<file path="config.mk">
export PLATFORM = sky130hd
export DESIGN_NAME = servo_io_map
export DESIGN_NICKNAME = d
export VERILOG_FILES = /design/src/servo_io_pkg.sv /design/src/servo_io_map.sv
export SDC_FILE = /design/constraint.sdc
export NUM_CORES = 1
export LEC_CHECK = 0
export ABC_AREA = 1
export ABC_CLOCK_PERIOD_IN_PS = 6300
export BUFFER_PORTS_ARGS = -buffer_cell sky130_fd_sc_hd__buf_2
export CORE_ASPECT_RATIO = 0.5
export CORE_MARGIN = 5
export CORE_UTILIZATION = 50
export CTS_CLUSTER_DIAMETER = 150
export CTS_CLUSTER_SIZE = 12
export DETAILED_ROUTE_END_ITERATION = 8
export PLACE_DENSITY = 0.69
export SETUP_SLACK_MARGIN = 0.02
export SLEW_MARGIN = 0
export SYNTH_ARGS = -nofsm -noshare
export SYNTH_HDL_FRONTEND = slang
export SYNTH_SLANG_ARGS = --single-unit
</file>
<file path="constraint.sdc">
create_clock -name i_sys_clk -period 6.3 [get_ports i_sys_clk]
set_clock_uncertainty 0.1 [all_clocks]
set_input_delay 1.26 -clock i_sys_clk [delete_from_list [all_inputs] [get_ports i_sys_clk]]
set_output_delay 1.26 -clock i_sys_clk [all_outputs]
set_load 0.02 [all_outputs]
</file>
<file path="src/servo_io_pkg.sv">
/*
  Constants, codes and carriers for the servo digital I/O mapping block.
  Assumes one 16-bit object register port and a single system clock.
*/
`default_nettype none
package servo_io_pkg;
  // ----------------------------------------------------------------
  // Port counts
  // ----------------------------------------------------------------
  localparam int N_IN = 4;
  localparam int N_OUT = 2;
  // ----------------------------------------------------------------
  // Register offsets
  // ----------------------------------------------------------------
  localparam logic [15:0] OFS_IN_POL = 16'h0810;
  localparam logic [15:0] OFS_IN_SIM = 16'h0820;
  localparam logic [15:0] OFS_IN1_SEL = 16'h0830;
  localparam logic [15:0] OFS_IN2_SEL = 16'h0840;
  localparam logic [15:0] OFS_IN3_SEL = 16'h0850;
  localparam logic [15:0] OFS_IN4_SEL = 16'h0860;
  localparam logic [15:0] OFS_IN_STATE = 16'h08a0;
  localparam logic [15:0] OFS_OUT_POL = 16'h08d0;
  localparam logic [15:0] OFS_OUT_SIM = 16'h08e0;
  localparam logic [15:0] OFS_OUT1_SEL = 16'h08f0;
  localparam logic [15:0] OFS_OUT2_SEL = 16'h0900;
  localparam logic [15:0] OFS_OUT_STATE = 16'h0940;
  // ----------------------------------------------------------------
  // Reset values
  // ----------------------------------------------------------------
  localparam logic [15:0] RST_POL = 16'hffff;
  localparam logic [15:0] RST_ZERO = 16'h0000;
  localparam logic [15:0] RST_OUT1_SEL = 16'h0001;
  localparam logic [15:0] RST_OUT2_SEL = 16'h0002;
  localparam logic [15:0] RST_OUT_STATE = 16'h000a;
  // ----------------------------------------------------------------
  // Control word
  // ----------------------------------------------------------------
  localparam logic [15:0] CW_DISABLED = 16'h0006;
  localparam int CW_RESET_ERR_BIT = 7;
  // ----------------------------------------------------------------
  // Input function codes
  // ----------------------------------------------------------------
  localparam logic [15:0] FI_ENABLE = 16'h0001;
  localparam logic [15:0] FI_RESET_ERR = 16'h0002;
  localparam logic [15:0] FI_MODE = 16'h0004;
  localparam logic [15:0] FI_KVI_OFF = 16'h0008;
  localparam logic [15:0] FI_POS_LIM = 16'h0010;
  localparam logic [15:0] FI_NEG_LIM = 16'h0020;
  localparam logic [15:0] FI_HOME = 16'h0040;
  localparam logic [15:0] FI_INV_DIR = 16'h0080;
  localparam logic [15:0] FI_SPD_IDX0 = 16'h0100;
  localparam logic [15:0] FI_SPD_IDX1 = 16'h0200;
  localparam logic [15:0] FI_POS_IDX0 = 16'h0400;
  localparam logic [15:0] FI_POS_IDX1 = 16'h0800;
  localparam logic [15:0] FI_QSTOP = 16'h1000;
  localparam logic [15:0] FI_START_HOME = 16'h2000;
  localparam logic [15:0] FI_ACTIVATE = 16'h4000;
  localparam logic [15:0] FI_SPD_IDX2 = 16'h8001;
  localparam logic [15:0] FI_POS_IDX2 = 16'h8002;
  localparam logic [15:0] FI_MULTI0 = 16'h8004;
  localparam logic [15:0] FI_MULTI1 = 16'h8008;
  localparam logic [15:0] FI_MULTI2 = 16'h8010;
  localparam logic [15:0] FI_GAIN0 = 16'h8020;
  localparam logic [15:0] FI_GAIN1 = 16'h8040;
  localparam logic [15:0] FI_MAX_CUR = 16'h8080;
  localparam logic [15:0] FI_MOTOR_ERR = 16'h8100;
  localparam logic [15:0] FI_PRE_ENABLE = 16'h8200;
  localparam logic [15:0] FI_CAPTURE1 = 16'h8400;
  localparam logic [15:0] FI_CAPTURE2 = 16'h8800;
  // ----------------------------------------------------------------
  // Output function codes
  // ----------------------------------------------------------------
  localparam logic [15:0] FO_READY = 16'h0001;
  localparam logic [15:0] FO_ERROR = 16'h0002;
  localparam logic [15:0] FO_POS_REACHED = 16'h0004;
  localparam logic [15:0] FO_ZERO_SPEED = 16'h0008;
  localparam logic [15:0] FO_BRAKE = 16'h0010;
  localparam logic [15:0] FO_SPD_REACHED = 16'h0020;
  localparam logic [15:0] FO_INDEX = 16'h0040;
  localparam logic [15:0] FO_SPD_LIMIT = 16'h0080;
  localparam logic [15:0] FO_ENABLED = 16'h0100;
  localparam logic [15:0] FO_POS_LIMIT = 16'h0200;
  localparam logic [15:0] FO_HOME_FOUND = 16'h0400;
  localparam logic [15:0] FO_TRQ_LIMIT = 16'h0800;
  localparam logic [15:0] FO_MULTI0 = 16'h1000;
  localparam logic [15:0] FO_MULTI1 = 16'h2000;
  localparam logic [15:0] FO_MULTI2 = 16'h4000;
  localparam logic [15:0] FO_SAFE_TORQUE_OFF = 16'h8001;
  // ----------------------------------------------------------------
  // Carriers
  // ----------------------------------------------------------------
  typedef struct packed {
    logic ready;
    logic error;
    logic pos_reached;
    logic zero_speed;
    logic brake;
    logic speed_reached;
    logic index_seen;
    logic speed_limit;
    logic enabled;
    logic pos_limit;
    logic home_found;
    logic torque_limit;
    logic [2:0] multi_out;
    logic safe_torque_off;
  } drive_status_s;

  typedef struct packed {
    logic enable;
    logic reset_errors;
    logic mode_select;
    logic kvi_off;
    logic pos_limit_active;
    logic neg_limit_active;
    logic home_switch;
    logic invert_dir;
    logic [2:0] speed_index;
    logic [2:0] pos_index;
    logic quick_stop;
    logic start_homing;
    logic activate;
    logic [2:0] multi_in;
    logic [1:0] gain_switch;
    logic max_current_toggle;
    logic motor_error;
    logic pre_enable_alarm;
  } in_func_s;

  typedef struct packed {
    logic [15:0] in_pol;
    logic [15:0] in_sim;
    logic [N_IN-1:0][15:0] in_sel;
    logic [15:0] out_pol;
    logic [15:0] out_sim;
    logic [N_OUT-1:0][15:0] out_sel;
    logic [15:0] in_state;
    logic [15:0] out_state;
    logic [N_OUT-1:0] pins;
    in_func_s func;
    logic [15:0] cw;
    logic [1:0] cap_lvl;
    logic [1:0] cap_pulse;
    logic [15:0] rdata;
    logic ack;
    logic err;
  } io_state_s;
endpackage
`default_nettype wire

</file>
<file path="src/servo_io_map.sv">
/*
  Digital I/O function mapping of a servo drive: input decode, output
  select, polarity, simulation, status words and the object register port.
  Assumes pins already synchronous to i_sys_clk and a drive core that
  supplies status conditions and the input-selected control word.
*/
`timescale 1ns/1ps
`default_nettype none
module servo_io_map (
  input wire logic i_sys_clk,
  input wire logic i_reset,
  input wire logic i_clk_en,
  input wire logic [servo_io_pkg::N_IN-1:0] i_input_pin,
  input wire servo_io_pkg::drive_status_s i_status,
  input wire logic [15:0] i_sel_control_word,
  input wire logic i_reg_req,
  input wire logic i_reg_we,
  input wire logic [15:0] i_reg_addr,
  input wire logic [15:0] i_reg_wdata,
  output logic [15:0] o_reg_rdata,
  output logic o_reg_ack,
  output logic o_reg_err,
  output logic [servo_io_pkg::N_OUT-1:0] o_output_pin,
  output servo_io_pkg::in_func_s o_func,
  output logic [15:0] o_control_word,
  output logic [1:0] o_capture_trig
);
  localparam int NI = servo_io_pkg::N_IN;
  localparam int NO = servo_io_pkg::N_OUT;
  // Offset that no register decodes, used by the refusal check
  localparam logic [15:0] UNMAPPED_ADDR = 16'h0870;

  servo_io_pkg::io_state_s q;
  servo_io_pkg::io_state_s d;
  logic [NI-1:0] eff;
  logic [NO-1:0] out_lvl;

  // ----------------------------------------------------------------
  // Helpers
  // ----------------------------------------------------------------
  // High when any input selecting code has its level high
  function automatic logic in_match(
    input logic [NI-1:0][15:0] sel,
    input logic [NI-1:0] lvl,
    input logic [15:0] code
  );
    logic r;
    r = 1'b0;
    for (int i = 0; i < NI; i++) begin
      r = r | ((sel[i] == code) & lvl[i]);
    end
    return r;
  endfunction

  function automatic logic out_cond(
    input servo_io_pkg::drive_status_s s,
    input logic [15:0] code
  );
    logic r;
    r = 1'b0;
    case (code)
      servo_io_pkg::FO_READY: r = s.ready;
      servo_io_pkg::FO_ERROR: r = s.error;
      servo_io_pkg::FO_POS_REACHED: r = s.pos_reached;
      servo_io_pkg::FO_ZERO_SPEED: r = s.zero_speed;
      servo_io_pkg::FO_BRAKE: r = s.brake;
      servo_io_pkg::FO_SPD_REACHED: r = s.speed_reached;
      servo_io_pkg::FO_INDEX: r = s.index_seen;
      servo_io_pkg::FO_SPD_LIMIT: r = s.speed_limit;
      servo_io_pkg::FO_ENABLED: r = s.enabled;
      servo_io_pkg::FO_POS_LIMIT: r = s.pos_limit;
      servo_io_pkg::FO_HOME_FOUND: r = s.home_found;
      servo_io_pkg::FO_TRQ_LIMIT: r = s.torque_limit;
      servo_io_pkg::FO_MULTI0: r = s.multi_out[0];
      servo_io_pkg::FO_MULTI1: r = s.multi_out[1];
      servo_io_pkg::FO_MULTI2: r = s.multi_out[2];
      servo_io_pkg::FO_SAFE_TORQUE_OFF: r = s.safe_torque_off;
      default: r = 1'b0;
    endcase
    return r;
  endfunction

  function automatic servo_io_pkg::io_state_s reset_state();
    servo_io_pkg::io_state_s s;
    s = '0;
    s.in_pol = servo_io_pkg::RST_POL;
    s.in_sim = servo_io_pkg::RST_ZERO;
    for (int i = 0; i < NI; i++) begin
      s.in_sel[i] = servo_io_pkg::RST_ZERO;
    end
    s.out_pol = servo_io_pkg::RST_POL;
    s.out_sim = servo_io_pkg::RST_ZERO;
    s.out_sel[0] = servo_io_pkg::RST_OUT1_SEL;
    s.out_sel[1] = servo_io_pkg::RST_OUT2_SEL;
    s.in_state = servo_io_pkg::RST_ZERO;
    s.out_state = servo_io_pkg::RST_OUT_STATE;
    s.cw = servo_io_pkg::CW_DISABLED;
    return s;
  endfunction

  // ----------------------------------------------------------------
  // Effective levels
  // ----------------------------------------------------------------
  always_comb begin
    eff = (i_input_pin ^ q.in_pol[NI-1:0])
      | q.in_sim[NI-1:0];
    for (int i = 0; i < NO; i++) begin
      // Output polarity bit set keeps the condition non-inverted
      out_lvl[i] = (out_cond(i_status, q.out_sel[i]) ^ ~q.out_pol[i])
        | q.out_sim[i];
    end
  end

  // ----------------------------------------------------------------
  // Next state
  // ----------------------------------------------------------------
  always_comb begin
    d = q;
    // Input function decode
    d.func.enable = in_match(q.in_sel, eff, servo_io_pkg::FI_ENABLE);
    d.func.reset_errors = in_match(q.in_sel, eff,
      servo_io_pkg::FI_RESET_ERR);
    d.func.mode_select = in_match(q.in_sel, eff, servo_io_pkg::FI_MODE);
    d.func.kvi_off = in_match(q.in_sel, eff, servo_io_pkg::FI_KVI_OFF);
    d.func.pos_limit_active = in_match(q.in_sel, ~eff,
      servo_io_pkg::FI_POS_LIM);
    d.func.neg_limit_active = in_match(q.in_sel, ~eff,
      servo_io_pkg::FI_NEG_LIM);
    d.func.home_switch = in_match(q.in_sel, eff, servo_io_pkg::FI_HOME);
    d.func.invert_dir = in_match(q.in_sel, eff, servo_io_pkg::FI_INV_DIR);
    d.func.speed_index = {
      in_match(q.in_sel, eff, servo_io_pkg::FI_SPD_IDX2),
      in_match(q.in_sel, eff, servo_io_pkg::FI_SPD_IDX1),
      in_match(q.in_sel, eff, servo_io_pkg::FI_SPD_IDX0)};
    d.func.pos_index = {
      in_match(q.in_sel, eff, servo_io_pkg::FI_POS_IDX2),
      in_match(q.in_sel, eff, servo_io_pkg::FI_POS_IDX1),
      in_match(q.in_sel, eff, servo_io_pkg::FI_POS_IDX0)};
    d.func.quick_stop = in_match(q.in_sel, eff, servo_io_pkg::FI_QSTOP);
    d.func.start_homing = in_match(q.in_sel, eff,
      servo_io_pkg::FI_START_HOME);
    d.func.activate = in_match(q.in_sel, eff, servo_io_pkg::FI_ACTIVATE);
    d.func.multi_in = {
      in_match(q.in_sel, eff, servo_io_pkg::FI_MULTI2),
      in_match(q.in_sel, eff, servo_io_pkg::FI_MULTI1),
      in_match(q.in_sel, eff, servo_io_pkg::FI_MULTI0)};
    d.func.gain_switch = {
      in_match(q.in_sel, eff, servo_io_pkg::FI_GAIN1),
      in_match(q.in_sel, eff, servo_io_pkg::FI_GAIN0)};
    d.func.max_current_toggle = in_match(q.in_sel, eff,
      servo_io_pkg::FI_MAX_CUR);
    d.func.motor_error = in_match(q.in_sel, eff,
      servo_io_pkg::FI_MOTOR_ERR);
    d.func.pre_enable_alarm = in_match(q.in_sel, {NI{1'b1}},
      servo_io_pkg::FI_PRE_ENABLE) & ~d.func.enable;
    // Control word follows the enable function
    d.cw = d.func.enable ? i_sel_control_word
      : servo_io_pkg::CW_DISABLED;
    if (d.func.reset_errors) begin
      d.cw[servo_io_pkg::CW_RESET_ERR_BIT] = 1'b1;
    end
    // Capture triggers fire on the rising effective level
    d.cap_lvl = {
      in_match(q.in_sel, eff, servo_io_pkg::FI_CAPTURE2),
      in_match(q.in_sel, eff, servo_io_pkg::FI_CAPTURE1)};
    d.cap_pulse = d.cap_lvl & ~q.cap_lvl;
    // Pins and status words
    d.pins = out_lvl;
    d.in_state = '0;
    d.in_state[NI-1:0] = eff;
    d.out_state = '0;
    d.out_state[NO-1:0] = out_lvl;
    // Register port
    d.ack = i_reg_req;
    d.err = 1'b0;
    d.rdata = q.rdata;
    if (i_reg_req) begin
      d.rdata = '0;
      if (i_reg_addr == servo_io_pkg::OFS_IN_POL) begin
        d.rdata = q.in_pol;
        if (i_reg_we) d.in_pol = i_reg_wdata;
      end else if (i_reg_addr == servo_io_pkg::OFS_IN_SIM) begin
        d.rdata = q.in_sim;
        if (i_reg_we) d.in_sim = i_reg_wdata;
      end else if (i_reg_addr == servo_io_pkg::OFS_IN1_SEL) begin
        d.rdata = q.in_sel[0];
        if (i_reg_we) d.in_sel[0] = i_reg_wdata;
      end else if (i_reg_addr == servo_io_pkg::OFS_IN2_SEL) begin
        d.rdata = q.in_sel[1];
        if (i_reg_we) d.in_sel[1] = i_reg_wdata;
      end else if (i_reg_addr == servo_io_pkg::OFS_IN3_SEL) begin
        d.rdata = q.in_sel[2];
        if (i_reg_we) d.in_sel[2] = i_reg_wdata;
      end else if (i_reg_addr == servo_io_pkg::OFS_IN4_SEL) begin
        d.rdata = q.in_sel[3];
        if (i_reg_we) d.in_sel[3] = i_reg_wdata;
      end else if (i_reg_addr == servo_io_pkg::OFS_IN_STATE) begin
        d.rdata = q.in_state;
        d.err = i_reg_we;
      end else if (i_reg_addr == servo_io_pkg::OFS_OUT_POL) begin
        d.rdata = q.out_pol;
        if (i_reg_we) d.out_pol = i_reg_wdata;
      end else if (i_reg_addr == servo_io_pkg::OFS_OUT_SIM) begin
        d.rdata = q.out_sim;
        if (i_reg_we) d.out_sim = i_reg_wdata;
      end else if (i_reg_addr == servo_io_pkg::OFS_OUT1_SEL) begin
        d.rdata = q.out_sel[0];
        if (i_reg_we) d.out_sel[0] = i_reg_wdata;
      end else if (i_reg_addr == servo_io_pkg::OFS_OUT2_SEL) begin
        d.rdata = q.out_sel[1];
        if (i_reg_we) d.out_sel[1] = i_reg_wdata;
      end else if (i_reg_addr == servo_io_pkg::OFS_OUT_STATE) begin
        d.rdata = q.out_state;
        d.err = i_reg_we;
      end else begin
        d.err = 1'b1;
      end
    end
  end

  // ----------------------------------------------------------------
  // State register
  // ----------------------------------------------------------------
  always_ff @(posedge i_sys_clk) begin
    if (i_reset) begin
      q <= reset_state();
    end else if (i_clk_en) begin
      q <= d;
    end
  end

  assign o_reg_rdata = q.rdata;
  assign o_reg_ack = q.ack & i_clk_en;
  assign o_reg_err = q.err & q.ack & i_clk_en;
  assign o_output_pin = q.pins;
  assign o_func = q.func;
  assign o_control_word = q.cw;
  assign o_capture_trig = q.cap_pulse;
endmodule
`default_nettype wire

</file>
* Word level (Yosys, flattened, before mapping) *
Cells that the tools add are included.
W data, S select, Z words.

word-level totals
  logic and storage cells = 440
  output and inout bits = 63
  input port bits = 73
  bits in registers = 232

cells by class
  muxes and demuxes = 29
  reduce and logical (&&, ||, !) cells = 11
  equality and inequality tests = 152
  bitwise logic cells = 211

operators with widths
  cell                    number
  $eq A16 B16 Y1 const B  50
  $eq A16 B12 Y1 const B  18
  $mux W16                12
  $and A1 B1 Y1           108
  $eq A16 B1 Y1 const B   6
  $eq A16 B10 Y1 const B  6
  $eq A16 B11 Y1 const B  6
  $eq A16 B13 Y1 const B  6
  $eq A16 B14 Y1 const B  6
  $eq A16 B15 Y1 const B  6
  $eq A16 B2 Y1 const B   6
  $eq A16 B3 Y1 const B   6
  $eq A16 B4 Y1 const B   6
  $eq A16 B5 Y1 const B   6
  $eq A16 B6 Y1 const B   6
  $eq A16 B7 Y1 const B   6
  $eq A16 B8 Y1 const B   6
  $eq A16 B9 Y1 const B   6
  $or A1 B1 Y1            83
  $pmux W1 S16            2
  $mux W1                 14
  $reduce_and A14 Y1      1
  $not A1 Y1              13
  $reduce_and A13 Y1      1
  16 further kinds        17

* Longest topological paths before layout *
  depth in word-level cells = 14
  mapped depth = 17
  depth with buffers taken out = 16

* Worst setup path before layout *
Ideal clock, no wire load.

  kind = input port to output port
  start point = input i_clk_en
  end point = output o_reg_err
  buffers on the path = 2
  required time = 4.940 ns
  arrival = 2.182 ns
  setup slack = 2.758 ns
  stages on the path = 4
  path through = clkbuf_1 > buf_1 > nand2_1 > nor2_1

on the way
  longest elaborated chain between the ends = 1

RTL lines
  item                RTL line             source
  start: declaration  servo_io_map.sv:12   input wire logic i_clk_en,
  $and A1 B1 Y1       servo_io_map.sv:234  assign o_reg_err = q.err & q.ack & i_clk_en;
  end: declaration    servo_io_map.sv:22   output logic o_reg_err,

No other way between the ends.

* Worst setup path after layout *
  start point = input i_reg_addr[10]
  end point = register q[192] (netlist bit)

on the way
  longest elaborated chain between the ends = 3
  elaborated cells between the ends (all ways) = 8

RTL lines
  item                               RTL line                                                       source
  start: declaration                 servo_io_map.sv:18                                             input wire logic [15:0] i_reg_addr,
  $eq A16 B12 Y1 (on tied branches)  servo_io_map.sv:185, servo_io_map.sv:179, servo_io_map.sv:182
  $not A1 Y1 (no line)               -
  $reduce_and A7 Y1 (no line) *      -
  end signal: assignment             servo_io_map.sv:226                                            q <= reset_state();
  end: declaration                   servo_io_map.sv:33                                             servo_io_pkg::io_state_s q;

Mark *: on every way between the ends. The rest lies on a longest branch, timed or not.
A chain may end at the register's enable or synchronous reset.

==> impl_metrics.tcl <==
set metrics [dict create \
    run_status "finished, final reports clean" \
    clock.fmax_mhz 268 \
    number_of_vias_after_detailed_routing 13100 \
    area_occupied_by_multi_input_gates_um2 6310 \
    path_clk_slew_ns 0.06 \
    setup_repair_after_global_routing_missed_its_margin "false" \
    postLayoutCellArea_um2 13600 \
    placement.io_buffers 135 \
    cts-buffers-inserted 23 \
    setup_viol_count_final 0 \
    routed_via_density 5.91 \
    power_uw 2910 \
    die_height_um 122 \
    crit_path_max_fanout 32 \
    drt-wirelength-per-cell_um 20.4 \
    synth_top_cells_by_count "nand2_1 (304), dfxtp_1 (231), inv_1 (212)" \
    critPathRequiredTime_ns 6.68 \
    clockBufferDepth 3 \
    maxCapViolations 0 \
    syn_avg_cell_area_um2 6.88 \
    drive_above_1_share 0.132 \
    seq_area_frac_synth 0.366 \
    drt_iter0_drcs 1839 \
    ys_async_sr_fraction 0 \
    final_period_minus_worst_setup_slack_ns 3.73 \
    number_of_antenna_violations_at_the_first_check_in_global_routing 0 \
    post_synth_inst_count 1836 \
    finalHoldViolations 0 \
    slowest_stage "nor2_2" \
    syn-num-nets 1909 \
    cts.root.buffer_cell "clkbuf_16" \
    placedCellCount 2182 \
    final.fill_count 2585 \
    timing.hold.ws_ns 0.354 \
    finish.cell_count_without_fillers 2207 \
    worst_path_max_stage_delay_ns 0.93 \
    detailedPlacementHpwl_mm 33.3 \
    maxSlewHeadroom 0.193 \
    endpoint_kind "register" \
    routabilityCongestion 1.00 \
    numClockSinks 231 \
    vdd_ir_drop_max_mv 0.158 \
    critPathKind "in -> reg" \
    holdBufCountCts 0 \
    tritoncts "built" \
    yosysTopAreaCell "dfxtp_1" \
    timing.hold.worst.class "reg -> reg" \
    area_growth_syn_to_layout_pct 7.53 \
    leakage_uw 0.00596 \
    layout_worst_path_cycle_share 0.591 \
    setup_total_negative_slack_ns 0 \
    die_x_um 235 \
    cts_setup_buffers 0 \
    timing.final.max_slew_violations 0 \
    start_util 0.504 \
    worstSetupStartpointType "primary input" \
    ys.flop_type "dfxtp_1" \
    dr.pass1.iters 5 \
    clock_h_tree_levels 1 \
    top_level_ports 136 \
    clk_latency_ns 0.54 \
    synth_area_leaders "dfxtp_1 (37%), nand2_1 (9.0%), o21ai_0 (7.5%)" \
    yosys_warnings 0 \
    maximum_number_of_pins_on_one_net_before_global_route_repair 104 \
    path_common_cell "nor2_2" \
    num_antenna_cells 0 \
    placed_cell_area_um2 13000 \
    drc 0 \
    ys_seq_elements 231 \
    synth.cell_area_um2 12600 \
    post-synth-top-area-fraction 0.366 \
    cp.arrival_ns 4.10 \
    totalWireLength_mm 45.1 \
    pwr_density_cell_nw_per_um2 214 \
    globalRoute.totalOverflow 0 \
    fp-row-count 41 \
    regArea_um2 4620 \
    first_pass_grt_wire_length_mm 68.1 \
    grt.total_usage 0.301 \
    nNetsFinal 1936 \
    synthDistinctLibCells 51 \
    route.antenna.remaining_nets 0 \
    first_global_vias 11300 \
    floorplan.core_area_um2 25000 \
    synth_enable_flop_cells 0 \
    dieArea_um2 28700 \
    cts_repair_resize_count 0 \
    synth_most_common_cell "nand2_1" \
    crit_path_cell_trace "buf_2 > nor2_1 > nand2_1 > nor2_4 > buf_4 > nand3_2 > nor2_2 > inv_2 > nor2_2 > o21ai_0 > a21oi_1" \
    max_slew.worst_pin.slew_ns 1.21 \
]
-- layout by cell type (no fill, tap or decap), types with 43 or more instances in the layout --
| cell | Yosys | layout |
|---|---|---|
| nor2_1 | 169 | 169 |
| inv_1 | 212 | 211 |
| buf_2 | 24 | 135 |
| nand4_1 | 43 | 43 |
| nand2_1 | 304 | 304 |
| o21ai_0 | 190 | 190 |
| nor3_1 | 57 | 57 |
| dfxtp_1 | 231 | 231 |
| nand3_1 | 111 | 111 |
| a21oi_1 | 166 | 166 |
-- through the flow --
stage               setup WS [ns]   util
global route                 2.28  0.542
global placement             2.23  0.518
detailed placement           2.12  0.518
finish                       2.57  0.542
CTS                          2.67  0.542
floorplan                    2.76      -
-- final cells by class --
cell class | instances | area share
well taps | 344 | 0.0317
inverters | 223 | 0.0618
clock inverters | 2 | 0.00147
clock buffers | 23 | 0.0424
multi-input cells | 1238 | 0.465
repair buffers | 146 | 0.0568
flip-flops and latches | 231 | 0.341
-- per-layer routing --
layer  vias to the layer above  track usage  wire, µm
met2                       786        0.414     17200
met1                      5988        0.466     21000
met3                        52       0.0831      6100
met5                         -            0         0
met4                         0       0.0598       813
li1                       6224            -         -
-- sequential cells by signal, indices dropped and copies added, names as in the netlist --
signal	flops
o_control_word	16
o_capture_trig	2
q	170
o_output_pin	2
o_func	25
o_reg_rdata	16
-- path summary, 6_finish.rpt --
path / start / end / slack [ns] / cells after the start
worst max register to register: q[209] / o_capture_trig[1] / 3.48 / 10
worst min-delay path: q[68] / q[68] / 0.35 / 2
worst max-delay path: i_reg_addr[10] / q[192] / 2.57 / 11
worst min register to register: q[68] / q[68] / 0.35 / 2
-- critical path: cells and delay by family --
family	cells	cell delay (ns)
AO/OA/AOI/OAI	2	0.35
AND/OR/NAND/NOR	6	1.97
buffers and inverters	3	0.50
-- kinds of logic (layout without fill, tap and decap cells) --
group | Yosys count | count (layout) | share of synthesized area
AO/OA/AOI/OAI | 497 | 497 | 0.237
XOR/XNOR | 1 | 1 | 0.000694
buffers and inverters | 367 | 394 | 0.133
flip-flops | 231 | 231 | 0.366
AND/OR/NAND/NOR | 740 | 740 | 0.263
-- where the power goes --
group / leakage (µW) / total [µW] / internal, µW / switching (µW)
clock network: 0.000294 / 1240 / 649 / 588
registers: 0.00187 / 1480 / 1470 / 6.88
logic: 0.00380 / 192 / 48.6 / 144
No activity file was read; power rests on OpenSTA's default activity.
